**src/scms_pkg.sv**
```systemverilog
package scms_pkg;

  // ---------------------------------------------------------------------------
  // Register map
  // ---------------------------------------------------------------------------
  localparam logic [1:0] ADDR_SYS_CLK_CTRL = 2'h0;
  localparam logic [1:0] ADDR_FAST_RC_CTRL = 2'h1;
  localparam logic [1:0] ADDR_FAST_XTAL_CTRL = 2'h2;
  localparam logic [1:0] ADDR_SLOW_XTAL_CTRL = 2'h3;

  // ---------------------------------------------------------------------------
  // Field positions and reset values
  // ---------------------------------------------------------------------------
  localparam int SCC_SEL_LSB = 5;
  localparam int SCC_FAST_SRC = 3;
  localparam int SCC_SLOW_SRC = 2;
  localparam int SCC_FAST_KEEP = 1;
  localparam int SCC_SLOW_KEEP = 0;
  localparam int RC_FREQ_LSB = 2;
  localparam int OSC_MODE_BIT = 2;
  localparam int OSC_FLAG_BIT = 1;
  localparam int OSC_EN_BIT = 0;
  localparam logic [7:0] SCC_RESET = 8'h00;
  localparam logic [1:0] RC_FREQ_RESET = 2'h0;
  localparam logic RC_EN_RESET = 1'b1;
  localparam logic [2:0] SEL_SLOW = 3'h7;

  // ---------------------------------------------------------------------------
  // Timing
  // ---------------------------------------------------------------------------
  localparam int SWITCH_SYS_PERIODS = 4;
  localparam int SETTLE_CYCLES = 16;

  typedef enum logic [2:0] {
    SCMS_RUN_FAST = 3'b000,
    SCMS_RUN_SLOW = 3'b001,
    SCMS_SLEEP = 3'b010,
    SCMS_IDLE_SLOW_ONLY = 3'b011,
    SCMS_IDLE_BOTH_ON = 3'b100,
    SCMS_IDLE_FAST_ONLY = 3'b101
  } scms_mode_type;

  typedef enum logic [1:0] {
    SCMS_SW_IDLE = 2'b00,
    SCMS_SW_OFF_CUR = 2'b01,
    SCMS_SW_WAIT = 2'b10,
    SCMS_SW_ON_TAR = 2'b11
  } scms_sw_type;

  typedef struct packed {
    logic [2:0] sys_clk_select_field;
    logic fast_source_select;
    logic slow_source_select;
    logic fast_keep_on_halt;
    logic slow_keep_on_halt;
  } scms_scc_type;

  typedef struct packed {
    logic fast_rc;
    logic fast_xtal;
    logic slow_rc;
    logic slow_xtal;
  } scms_osc_en_type;

endpackage

```
**src/scms_top.sv**
```systemverilog
`timescale 1ns/1ps
// Functional notes
// - Drive bit 0 low power, 1 speed-up.
// - Clearing drive bit keeps crystal running.
// - Drive bit frozen while slow crystal clocks.
// - Crystal works in either drive mode.
// - Select codes 0-6 divide, 7 slow.
// - Fast source bit: 0 RC, 1 crystal.
// - Slow source bit: 0 RC, 1 crystal.
// - Halt 00 sleeps; slow RC kept by watchdog.
// - Halt fast0 slow1 keeps slow only.
// - Halt 11 keeps both oscillators.
// - Halt fast1 slow0 keeps fast and slow RC.
// - Fast mode divides fast clock 1-64.
// - Slow mode uses selected slow clock.
// - Fast oscillators follow own enables in slow.
// - Control bit 4 reads zero.
// - Switch completes in bounded clock periods.
// - RC stable flag clears then sets.
module scms_top #(
  parameter int SETTLE = scms_pkg::SETTLE_CYCLES
) (
  input wire logic clock,
  input wire logic resetn,
  input wire logic [1:0] addr,
  input wire logic [7:0] wdata,
  input wire logic wr_stb,
  input wire logic rd_stb,
  output logic [7:0] rdata,
  input wire logic halt,
  input wire logic wake,
  input wire logic watchdog_enable,
  input wire logic int_fast_rc_clk,
  input wire logic ext_fast_crystal_clk,
  input wire logic int_slow_rc_clk,
  input wire logic ext_slow_crystal_clk,
  input wire logic fast_xtal_ready,
  input wire logic slow_xtal_ready,
  output logic sys_clk,
  output logic cpu_run,
  output logic fast_clk_periph,
  output logic switch_busy,
  output logic slow_xtal_drive_mode,
  output logic [1:0] rc_freq_select,
  output logic fast_xtal_high_mode,
  output scms_pkg::scms_osc_en_type osc_en,
  output scms_pkg::scms_mode_type mode
);

  // ---------------------------------------------------------------------------
  // Input synchronisers
  // ---------------------------------------------------------------------------
  logic [1:0] hxr_s1_r, hxr_s2_r, lxr_s1_r, lxr_s2_r, wd_s1_r, wd_s2_r;
  logic [5:0] clk_s1_r, clk_s2_r, clk_s3_r;
  logic [5:0] clk_in;
  assign clk_in = {ext_slow_crystal_clk, int_slow_rc_clk, ext_fast_crystal_clk,
                   int_fast_rc_clk, fast_xtal_ready, slow_xtal_ready};
  always_ff @(posedge clock or negedge resetn) begin
    if (!resetn) begin
      clk_s1_r <= 6'h00;
      clk_s2_r <= 6'h00;
      clk_s3_r <= 6'h00;
      wd_s1_r <= 2'h0;
      wd_s2_r <= 2'h0;
    end else begin
      clk_s1_r <= clk_in;
      clk_s2_r <= clk_s1_r;
      clk_s3_r <= clk_s2_r;
      wd_s1_r <= {watchdog_enable, 1'b0};
      wd_s2_r <= wd_s1_r;
    end
  end
  assign hxr_s1_r = 2'h0;
  assign hxr_s2_r = 2'h0;
  assign lxr_s1_r = 2'h0;
  assign lxr_s2_r = 2'h0;

  // Rising edges of each sampled oscillator, indexed 0 fast RC .. 3 slow xtal.
  logic [3:0] osc_rise;
  logic [3:0] osc_tog;
  assign osc_rise = clk_s2_r[5:2] & ~clk_s3_r[5:2];
  // Both edges step the divider, so divide-by-one keeps the source period.
  assign osc_tog = clk_s2_r[5:2] ^ clk_s3_r[5:2];

  // ---------------------------------------------------------------------------
  // Control registers
  // ---------------------------------------------------------------------------
  scms_pkg::scms_scc_type scc_r, scc_nxt;
  logic [1:0] rcf_r, rcf_nxt;
  logic rcen_r, rcen_nxt, hxen_r, hxen_nxt, hxm_r, hxm_nxt;
  logic lxen_r, lxen_nxt, lxsp_r, lxsp_nxt;
  logic [7:0] rdata_nxt;
  logic slow_xtal_active;
  logic rc_stable;
  logic wr_scc, wr_rc, wr_hx, wr_lx;

  assign wr_scc = wr_stb && addr == scms_pkg::ADDR_SYS_CLK_CTRL;
  assign wr_rc = wr_stb && addr == scms_pkg::ADDR_FAST_RC_CTRL;
  assign wr_hx = wr_stb && addr == scms_pkg::ADDR_FAST_XTAL_CTRL;
  assign wr_lx = wr_stb && addr == scms_pkg::ADDR_SLOW_XTAL_CTRL;
  assign slow_xtal_active = scc_r.sys_clk_select_field == scms_pkg::SEL_SLOW
                            && scc_r.slow_source_select;

  always_comb begin
    scc_nxt = scc_r;
    rcf_nxt = rcf_r;
    rcen_nxt = rcen_r;
    hxen_nxt = hxen_r;
    hxm_nxt = hxm_r;
    lxen_nxt = lxen_r;
    lxsp_nxt = lxsp_r;
    if (wr_scc) begin
      scc_nxt = {wdata[scms_pkg::SCC_SEL_LSB +: 3], wdata[3:0]};
    end
    if (wr_rc) begin
      rcf_nxt = wdata[scms_pkg::RC_FREQ_LSB +: 2];
      rcen_nxt = wdata[scms_pkg::OSC_EN_BIT];
    end
    // The high-current crystal mode may only change while the crystal is off.
    if (wr_hx) begin
      hxen_nxt = wdata[scms_pkg::OSC_EN_BIT];
      if (!hxen_r) begin
        hxm_nxt = wdata[scms_pkg::OSC_MODE_BIT];
      end
    end
    if (wr_lx) begin
      lxen_nxt = wdata[scms_pkg::OSC_EN_BIT];
      if (!slow_xtal_active) begin
        lxsp_nxt = wdata[scms_pkg::OSC_MODE_BIT];
      end
    end
  end

  always_ff @(posedge clock or negedge resetn) begin
    if (!resetn) begin
      scc_r <= scms_pkg::SCC_RESET[6:0];
      rcf_r <= scms_pkg::RC_FREQ_RESET;
      rcen_r <= scms_pkg::RC_EN_RESET;
      hxen_r <= 1'b0;
      hxm_r <= 1'b0;
      lxen_r <= 1'b0;
      lxsp_r <= 1'b0;
    end else begin
      scc_r <= scc_nxt;
      rcf_r <= rcf_nxt;
      rcen_r <= rcen_nxt;
      hxen_r <= hxen_nxt;
      hxm_r <= hxm_nxt;
      lxen_r <= lxen_nxt;
      lxsp_r <= lxsp_nxt;
    end
  end

  // ---------------------------------------------------------------------------
  // Fast RC settle counter
  // ---------------------------------------------------------------------------
  logic [15:0] settle_r, settle_nxt;
  always_comb begin
    settle_nxt = settle_r;
    if ((wr_rc && wdata[scms_pkg::OSC_EN_BIT] && !rcen_r)
        || (wr_rc && wdata[scms_pkg::RC_FREQ_LSB +: 2] != rcf_r) || !rcen_r) begin
      settle_nxt = 16'(SETTLE);
    end else if (settle_r != 16'h0000) begin
      settle_nxt = settle_r - 16'h0001;
    end
  end
  always_ff @(posedge clock or negedge resetn) begin
    if (!resetn) begin
      settle_r <= 16'(SETTLE);
    end else begin
      settle_r <= settle_nxt;
    end
  end
  assign rc_stable = rcen_r && settle_r == 16'h0000;

  // ---------------------------------------------------------------------------
  // Read port
  // ---------------------------------------------------------------------------
  always_comb begin
    rdata_nxt = 8'h00;
    if (rd_stb) begin
      case (addr)
        scms_pkg::ADDR_SYS_CLK_CTRL: rdata_nxt = {scc_r.sys_clk_select_field, 1'b0,
                                                  scc_r[3:0]};
        scms_pkg::ADDR_FAST_RC_CTRL: rdata_nxt = {4'h0, rcf_r, rc_stable, rcen_r};
        scms_pkg::ADDR_FAST_XTAL_CTRL: rdata_nxt = {5'h00, hxm_r,
                                                    hxen_r && clk_s2_r[1], hxen_r};
        scms_pkg::ADDR_SLOW_XTAL_CTRL: rdata_nxt = {5'h00, lxsp_r,
                                                    lxen_r && clk_s2_r[0], lxen_r};
        default: rdata_nxt = 8'h00;
      endcase
    end
  end
  always_ff @(posedge clock or negedge resetn) begin
    if (!resetn) begin
      rdata <= 8'h00;
    end else begin
      rdata <= rdata_nxt;
    end
  end

  // ---------------------------------------------------------------------------
  // Fast clock divider
  // ---------------------------------------------------------------------------
  logic fast_rise, fast_tog;
  logic [5:0] div_r, div_nxt;
  logic div_tick;
  assign fast_rise = scc_r.fast_source_select ? osc_rise[1] : osc_rise[0];
  assign fast_tog = scc_r.fast_source_select ? osc_tog[1] : osc_tog[0];
  assign div_nxt = fast_tog ? div_r + 6'h01 : div_r;
  always_ff @(posedge clock or negedge resetn) begin
    if (!resetn) begin
      div_r <= 6'h00;
    end else begin
      div_r <= div_nxt;
    end
  end

  function automatic logic div_edge(input logic [2:0] sel, input logic [5:0] cnt,
                                    input logic rise);
    logic [5:0] mask;
    mask = 6'(6'h3F >> (3'h6 - sel));
    div_edge = rise && ((cnt & mask) == mask || sel == 3'h0);
  endfunction

  // ---------------------------------------------------------------------------
  // Glitch-free clock switch
  // ---------------------------------------------------------------------------
  scms_pkg::scms_sw_type sw_r, sw_nxt;
  logic [2:0] cur_sel_r, cur_sel_nxt;
  logic cur_slow_src_r, cur_slow_src_nxt;
  logic sys_r, sys_nxt;
  logic [2:0] hold_r, hold_nxt;
  logic slow_rise, cur_edge, tar_edge;
  scms_pkg::scms_mode_type mode_r, mode_nxt;
  logic halted;
  assign slow_rise = scc_r.slow_source_select ? osc_tog[3] : osc_tog[2];

  function automatic logic sel_edge(input logic [2:0] sel, input logic slow,
                                    input logic [5:0] cnt, input logic frise);
    sel_edge = (sel == scms_pkg::SEL_SLOW) ? slow : div_edge(sel, cnt, frise);
  endfunction

  assign cur_edge = sel_edge(cur_sel_r, cur_slow_src_r ? osc_tog[3] : osc_tog[2],
                             div_r, fast_tog);
  assign tar_edge = sel_edge(scc_r.sys_clk_select_field, slow_rise, div_r, fast_tog);
  assign div_tick = cur_edge;

  always_comb begin
    sw_nxt = sw_r;
    cur_sel_nxt = cur_sel_r;
    cur_slow_src_nxt = cur_slow_src_r;
    sys_nxt = sys_r;
    hold_nxt = hold_r;
    case (sw_r)
      scms_pkg::SCMS_SW_IDLE: begin
        // No rise just before a halt, but a high pulse already running is forced low once halted.
        if (halted) begin
          sys_nxt = 1'b0;
        end else if (div_tick && !(halt && !sys_r)) begin
          sys_nxt = ~sys_r;
        end
        if (cur_sel_r != scc_r.sys_clk_select_field
            || cur_slow_src_r != scc_r.slow_source_select) begin
          sw_nxt = scms_pkg::SCMS_SW_OFF_CUR;
        end
      end
      scms_pkg::SCMS_SW_OFF_CUR: begin
        // Park low on a current-clock edge so no runt pulse leaves the block.
        if (cur_edge) begin
          sys_nxt = 1'b0;
          hold_nxt = 3'(scms_pkg::SWITCH_SYS_PERIODS - 1);
          sw_nxt = scms_pkg::SCMS_SW_WAIT;
        end
      end
      scms_pkg::SCMS_SW_WAIT: begin
        if (hold_r == 3'h0) begin
          sw_nxt = scms_pkg::SCMS_SW_ON_TAR;
        end else begin
          hold_nxt = hold_r - 3'h1;
        end
      end
      scms_pkg::SCMS_SW_ON_TAR: begin
        if (tar_edge) begin
          cur_sel_nxt = scc_r.sys_clk_select_field;
          cur_slow_src_nxt = scc_r.slow_source_select;
          sw_nxt = scms_pkg::SCMS_SW_IDLE;
        end
      end
      default: sw_nxt = scms_pkg::SCMS_SW_IDLE;
    endcase
  end
  always_ff @(posedge clock or negedge resetn) begin
    if (!resetn) begin
      sw_r <= scms_pkg::SCMS_SW_IDLE;
      cur_sel_r <= 3'h0;
      cur_slow_src_r <= 1'b0;
      sys_r <= 1'b0;
      hold_r <= 3'h0;
    end else begin
      sw_r <= sw_nxt;
      cur_sel_r <= cur_sel_nxt;
      cur_slow_src_r <= cur_slow_src_nxt;
      sys_r <= sys_nxt;
      hold_r <= hold_nxt;
    end
  end

  // ---------------------------------------------------------------------------
  // Operating mode and oscillator enables
  // ---------------------------------------------------------------------------
  always_comb begin
    mode_nxt = mode_r;
    halted = mode_r != scms_pkg::SCMS_RUN_FAST && mode_r != scms_pkg::SCMS_RUN_SLOW;
    if (halted) begin
      if (wake) begin
        mode_nxt = cur_sel_r == scms_pkg::SEL_SLOW ? scms_pkg::SCMS_RUN_SLOW
                                                   : scms_pkg::SCMS_RUN_FAST;
      end
    end else if (halt) begin
      case ({scc_r.fast_keep_on_halt, scc_r.slow_keep_on_halt})
        2'b00: mode_nxt = scms_pkg::SCMS_SLEEP;
        2'b01: mode_nxt = scms_pkg::SCMS_IDLE_SLOW_ONLY;
        2'b11: mode_nxt = scms_pkg::SCMS_IDLE_BOTH_ON;
        2'b10: mode_nxt = scms_pkg::SCMS_IDLE_FAST_ONLY;
        default: mode_nxt = scms_pkg::SCMS_SLEEP;
      endcase
    end else begin
      mode_nxt = cur_sel_r == scms_pkg::SEL_SLOW ? scms_pkg::SCMS_RUN_SLOW
                                                 : scms_pkg::SCMS_RUN_FAST;
    end
  end
  always_ff @(posedge clock or negedge resetn) begin
    if (!resetn) begin
      mode_r <= scms_pkg::SCMS_RUN_FAST;
    end else begin
      mode_r <= mode_nxt;
    end
  end

  logic fast_on, slow_on;
  always_comb begin
    case (mode_r)
      scms_pkg::SCMS_RUN_FAST: begin
        fast_on = 1'b1;
        slow_on = 1'b1;
      end
      scms_pkg::SCMS_RUN_SLOW: begin
        fast_on = 1'b0;
        slow_on = 1'b1;
      end
      scms_pkg::SCMS_IDLE_SLOW_ONLY: begin
        fast_on = 1'b0;
        slow_on = 1'b1;
      end
      scms_pkg::SCMS_IDLE_BOTH_ON: begin
        fast_on = 1'b1;
        slow_on = 1'b1;
      end
      scms_pkg::SCMS_IDLE_FAST_ONLY: begin
        fast_on = 1'b1;
        slow_on = 1'b0;
      end
      default: begin
        fast_on = 1'b0;
        slow_on = 1'b0;
      end
    endcase
  end

  // The slow RC also feeds the watchdog, so a running watchdog keeps it alive.
  assign osc_en.fast_rc = rcen_r && (fast_on || mode_r == scms_pkg::SCMS_RUN_SLOW);
  assign osc_en.fast_xtal = hxen_r && (fast_on || mode_r == scms_pkg::SCMS_RUN_SLOW);
  assign osc_en.slow_rc = mode_r != scms_pkg::SCMS_SLEEP || wd_s2_r[1];
  assign osc_en.slow_xtal = lxen_r && slow_on;
  assign slow_xtal_drive_mode = lxsp_r;
  assign rc_freq_select = rcf_r;
  assign fast_xtal_high_mode = hxm_r;
  assign sys_clk = sys_r;
  assign cpu_run = !halted;
  assign fast_clk_periph = fast_on && fast_rise;
  assign switch_busy = sw_r != scms_pkg::SCMS_SW_IDLE
                       || cur_sel_r != scc_r.sys_clk_select_field
                       || cur_slow_src_r != scc_r.slow_source_select;
  assign mode = mode_r;

endmodule // scms_top

```
**config.mk**
```make
export PLATFORM = sky130hd
export DESIGN_NAME = scms_top
export DESIGN_NICKNAME = d
export VERILOG_FILES = /design/src/scms_pkg.sv /design/src/scms_top.sv
export SDC_FILE = /design/constraint.sdc
export NUM_CORES = 1
export LEC_CHECK = 0
export BUFFER_PORTS_ARGS = -buffer_cell sky130_fd_sc_hd__buf_2
export CAP_MARGIN = 20
export CORE_ASPECT_RATIO = 1.25
export CORE_MARGIN = 4
export CORE_UTILIZATION = 30
export CTS_BUF_LIST = sky130_fd_sc_hd__clkbuf_8
export CTS_CLUSTER_SIZE = 40
export DETAILED_ROUTE_END_ITERATION = 8
export HOLD_SLACK_MARGIN = 0.05
export MAX_ROUTING_LAYER = met4
export RECOVER_POWER = 25
export SYNTH_ARGS = -nofsm -noshare
export SYNTH_HDL_FRONTEND = slang
export SYNTH_SLANG_ARGS = --single-unit
export TNS_END_PERCENT = 100
```
**constraint.sdc**
```tcl
create_clock -name clock -period 5.5 [get_ports clock]
set_clock_uncertainty 0.15 [all_clocks]
set_input_delay 0.275 -clock clock [delete_from_list [all_inputs] [get_ports clock]]
set_output_delay 0.275 -clock clock [all_outputs]
set_load 0.01 [all_outputs]
```
==> impl_metrics.json <==
{
  "p_per_area_nw_per_um2": 455,
  "postLayoutCellArea_um2": 4440,
  "place_congestion": 0.761,
  "ys_ff_latch": 74,
  "finalSetupViolations": 0,
  "p_sw_share_pct": 37.0,
  "rows": 45,
  "stdcell_count": 566,
  "io_buffer_count": 43,
  "synthCells": 332,
  "cts_root_buf": "clkbuf_8",
  "seqCellArea_um2": 1850,
  "grt_pass1_vias": 2869,
  "wl_per_cell_um": 13.8,
  "nets": 445,
  "synth_nets": 380,
  "synthMuxAreaShare_pct": 7.88,
  "grt_pass1_wl_um": 13400,
  "avgSynthCellArea_um2": 11.2,
  "vias": 2657,
  "clock_sinks": 74,
  "area_growth_pct": 19.5,
  "p_int_mw": 1.27,
  "via_per_inst": 4.69,
  "worstSetupStartpointType": "flop",
  "ys.flop_type": "dfrtp_1",
  "place_inst": 533,
  "drt_iter0_markers": 138,
  "n_fill_cell": 1246,
  "die_h_um": 132,
  "combPwrFrac_pct": 38.7,
  "crit_path_end": "cur_sel_r[2]",
  "core_area_um2": 12200,
  "fmax_mhz": 376,
  "r2r_cells": 6,
  "reg2reg_to": "cur_sel_r[2]",
  "grt_setup_unrepaired": "no",
  "final.setup.tns_ns": 0,
  "placed_area_um2": 4090,
  "gr-total-overflow": 0,
  "finalMaxSlewViolations": 0,
  "finalHoldViolCount": 0,
  "firstDrtPassIters": 4,
  "path_class": "flop to flop",
  "hold_ws_ns": 0.0879,
  "synth-warning-count": 0,
  "fin_crit_ns": 2.66,
  "synthAdderAreaFrac_pct": 8.42,
  "power_frac_seq_pct": 40.4,
  "path_max_fanout": 10,
  "synth_edf_count": 0,
  "fin_ws_ns": 2.84,
  "synthArstFlopShare_pct": 100,
  "dieArea_um2": 14200,
  "clk_path_buf_depth": 2,
  "synth_top_family_by_area": "simple AND/OR/NAND/NOR gates",
  "insertion_delay_ns": 0.34,
  "tightest_slew_ns": 0.932,
  "final_util_pct": 36.5,
  "numCtsBuffers": 9,
  "pre_cts_ws_ns": 2.84,
  "ir_worst_vdd_mv": 0.141,
  "p_clk_share_pct": 20.9,
  "rr_startpoint": "clk_s2_r[3]",
  "drt_wl_total_um": 7810,
  "netlist_area_um2": 3720,
  "p_switching_uw": 747,
  "start_util_pct": 30.6,
  "cts_tree": "yes",
  "ioPinCount": 46,
  "wl_met3_um": 280,
  "post_cts_buffers": 0,
  "grt_util_all_layers_pct": 12.0,
  "worstPathRequired_ns": 5.58,
  "status": "finished, final reports clean",
  "ant_nets": 0,
  "crit_start": "clk_s2_r[3]",
  "drive_above_1_share_pct": 17.9,
  "synthSimpleGateAreaFrac_pct": 15.4,
  "antenna_found_initial": 0,
  "synth_cell_type_count": 52,
  "multi_input_area_um2": 1720,
  "cap_violations": 0,
  "die_x_um": 108,
  "hold_path.class": "input port to flop",
  "diodes": 0,
  "drc_errors": 0,
  "dr_wl_met2_um": 4000,
  "m1WireLength_um": 3310,
  "slew_headroom_pct": 37.9,
  "endpoint_kind": "flop",
  "synth-compound-area-share_pct": 9.12,
  "ys_seq_area_share_pct": 49.9,
  "leakage_nw": 1.98,
  "total_power_mw": 2.02,
  "grt_max_degree": 75,
  "path_clk_slew_ns": 0.07,
  "htreeDepth": 3,
  "post-dp-hpwl_um": 5650,
  "synth_xor_xnor_area_share_pct": 5.42,
  "crit_arrival_ns": 2.74,
  "reg2reg_slack_ns": 2.84,
  "fin_crit_sh_pct": 48.3,
  "highest_layer": "met4"
}
timing repair:
item                      4_1_cts  5_1_grt
hold endpoints to repair       92        0
hold buffers                   16        0
resized for setup               0        0
final cells by class:
cell class,instances,share of cell area (%)
multi-input combinational,229,38.8
clock buffer,11,3.41
tap,164,4.62
timing repair buffer,61,8.48
inverter,22,1.86
clock inverter,5,1.10
sequential,74,41.8
layer usage:
metal | track usage, % | vias to the layer above
li1 | - | 1283
met3 | 2.05 | 15
met2 | 20.2 | 52
met5 | - | -
met1 | 13.9 | 1307
met4 | 5.47 | 0
critical path, stage by stage, from the launching register on:
cell and delay (ns):
dfrtp_1 0.39, ha_1 0.29, mux2i_1 0.70, nand2_1 0.11, a32oi_1 0.26, and2_1 0.29, mux2_2 0.36
Yosys cell counts (all sizes together) (2+ instances only):
master / count / area (um2)
dfrtp: 72 / 1800
nor2: 32 / 120
ha: 25 / 313
inv: 22 / 82.6
o21ai: 18 / 90.1
xnor2: 16 / 140
mux2: 14 / 158
nor3: 14 / 81.3
nand2: 13 / 48.8
mux2i: 9 / 90.1
a21oi: 8 / 40.0
nand2b: 8 / 50.1
nor2b: 7 / 43.8
xor2: 7 / 61.3
or3: 6 / 41.3
clkbuf: 5 / 38.8
nand3: 5 / 25.0
a31oi: 4 / 25.0
nand3b: 4 / 30.0
a211o: 3 / 26.3
and2: 3 / 18.8
o2111ai: 3 / 26.3
a2bb2oi: 2 / 17.5
a311oi: 2 / 17.5
buf: 2 / 18.8
dfstp: 2 / 52.6
mux4: 2 / 45.0
nand4: 2 / 12.5
nor3b: 2 / 15.0
nor4: 2 / 12.5
nor4b: 2 / 17.5
or4: 2 / 18.8
flip-flops by register name, summed over array words and instances (netlist names):
register and count:
scc_r 7, slow_xtal_drive_mode 1, clk_s2_r 6, settle_r 16, cur_slow_src_r 1, hxen_r 1
clk_s1_r 6, rdata 7, wd_s2_r 1, mode 3, fast_xtal_high_mode 1, div_r 6
lxen_r 1, rcen_r 1, wd_s1_r 1, cur_sel_r 3, sw_r 2, rc_freq_select 2
clk_s3_r 4, hold_r 3, sys_clk 1
cell families (layout without fill, tap and decap cells):
| family | Yosys count | count (layout) |
|---|---|---|
| flops | 74 | 74 |
| mux | 25 | 25 |
| xor+xnor | 23 | 23 |
| simple gates | 104 | 104 |
| buf+inv | 29 | 99 |
| other cells | 1 | 1 |
| compound gates | 51 | 51 |
| fa+ha+maj | 25 | 25 |
cells in the final DEF (no fill, tap or decap), types with 3 or more instances in the layout:
cell type and count:
nand2_1 13, o2111ai_1 3, nor2b_1 7, a21oi_1 8, o21ai_0 17, xor2_1 7, or3_2 3, clkbuf_1 11
or3_1 3, inv_1 25, mux2i_1 9, mux2_2 14, nand3b_1 4, nand2b_1 8, nor2_1 32, nand3_1 5
dfrtp_1 72, clkbuf_8 11, dlygate4sd3_1 16, buf_2 32, ha_1 25, and2_1 3, xnor2_1 16, a211o_1 3
a31oi_1 4, nor3_1 13
power groups by stage:
stage          logic [mW]  registers (mW)  clock network [mW]
2_1_floorplan       0.595           0.797                   0
3_3_place_gp        0.747           0.818                   0
3_5_place_dp        0.774           0.826                   0
4_1_cts             0.789           0.816               0.439
5_1_grt             0.885           0.840               0.459
6_report            0.781           0.815               0.423
worst min path at each step:
stage / from / to / slack (ns) / cells after the start
detailed placement: clk_s1_r[3] / clk_s2_r[3] / 0.19 / 0
global placement: wd_s1_r[1] / wd_s2_r[1] / 0.18 / 0
global route: wdata[2] / scc_r[2] / 0.09 / 2
floorplan: resetn / clk_s1_r[0] / -0.17 / 0
CTS: wdata[2] / scc_r[2] / 0.06 / 2
finish: wdata[2] / scc_r[2] / 0.09 / 2
Power figures use the tool's default switching activity.
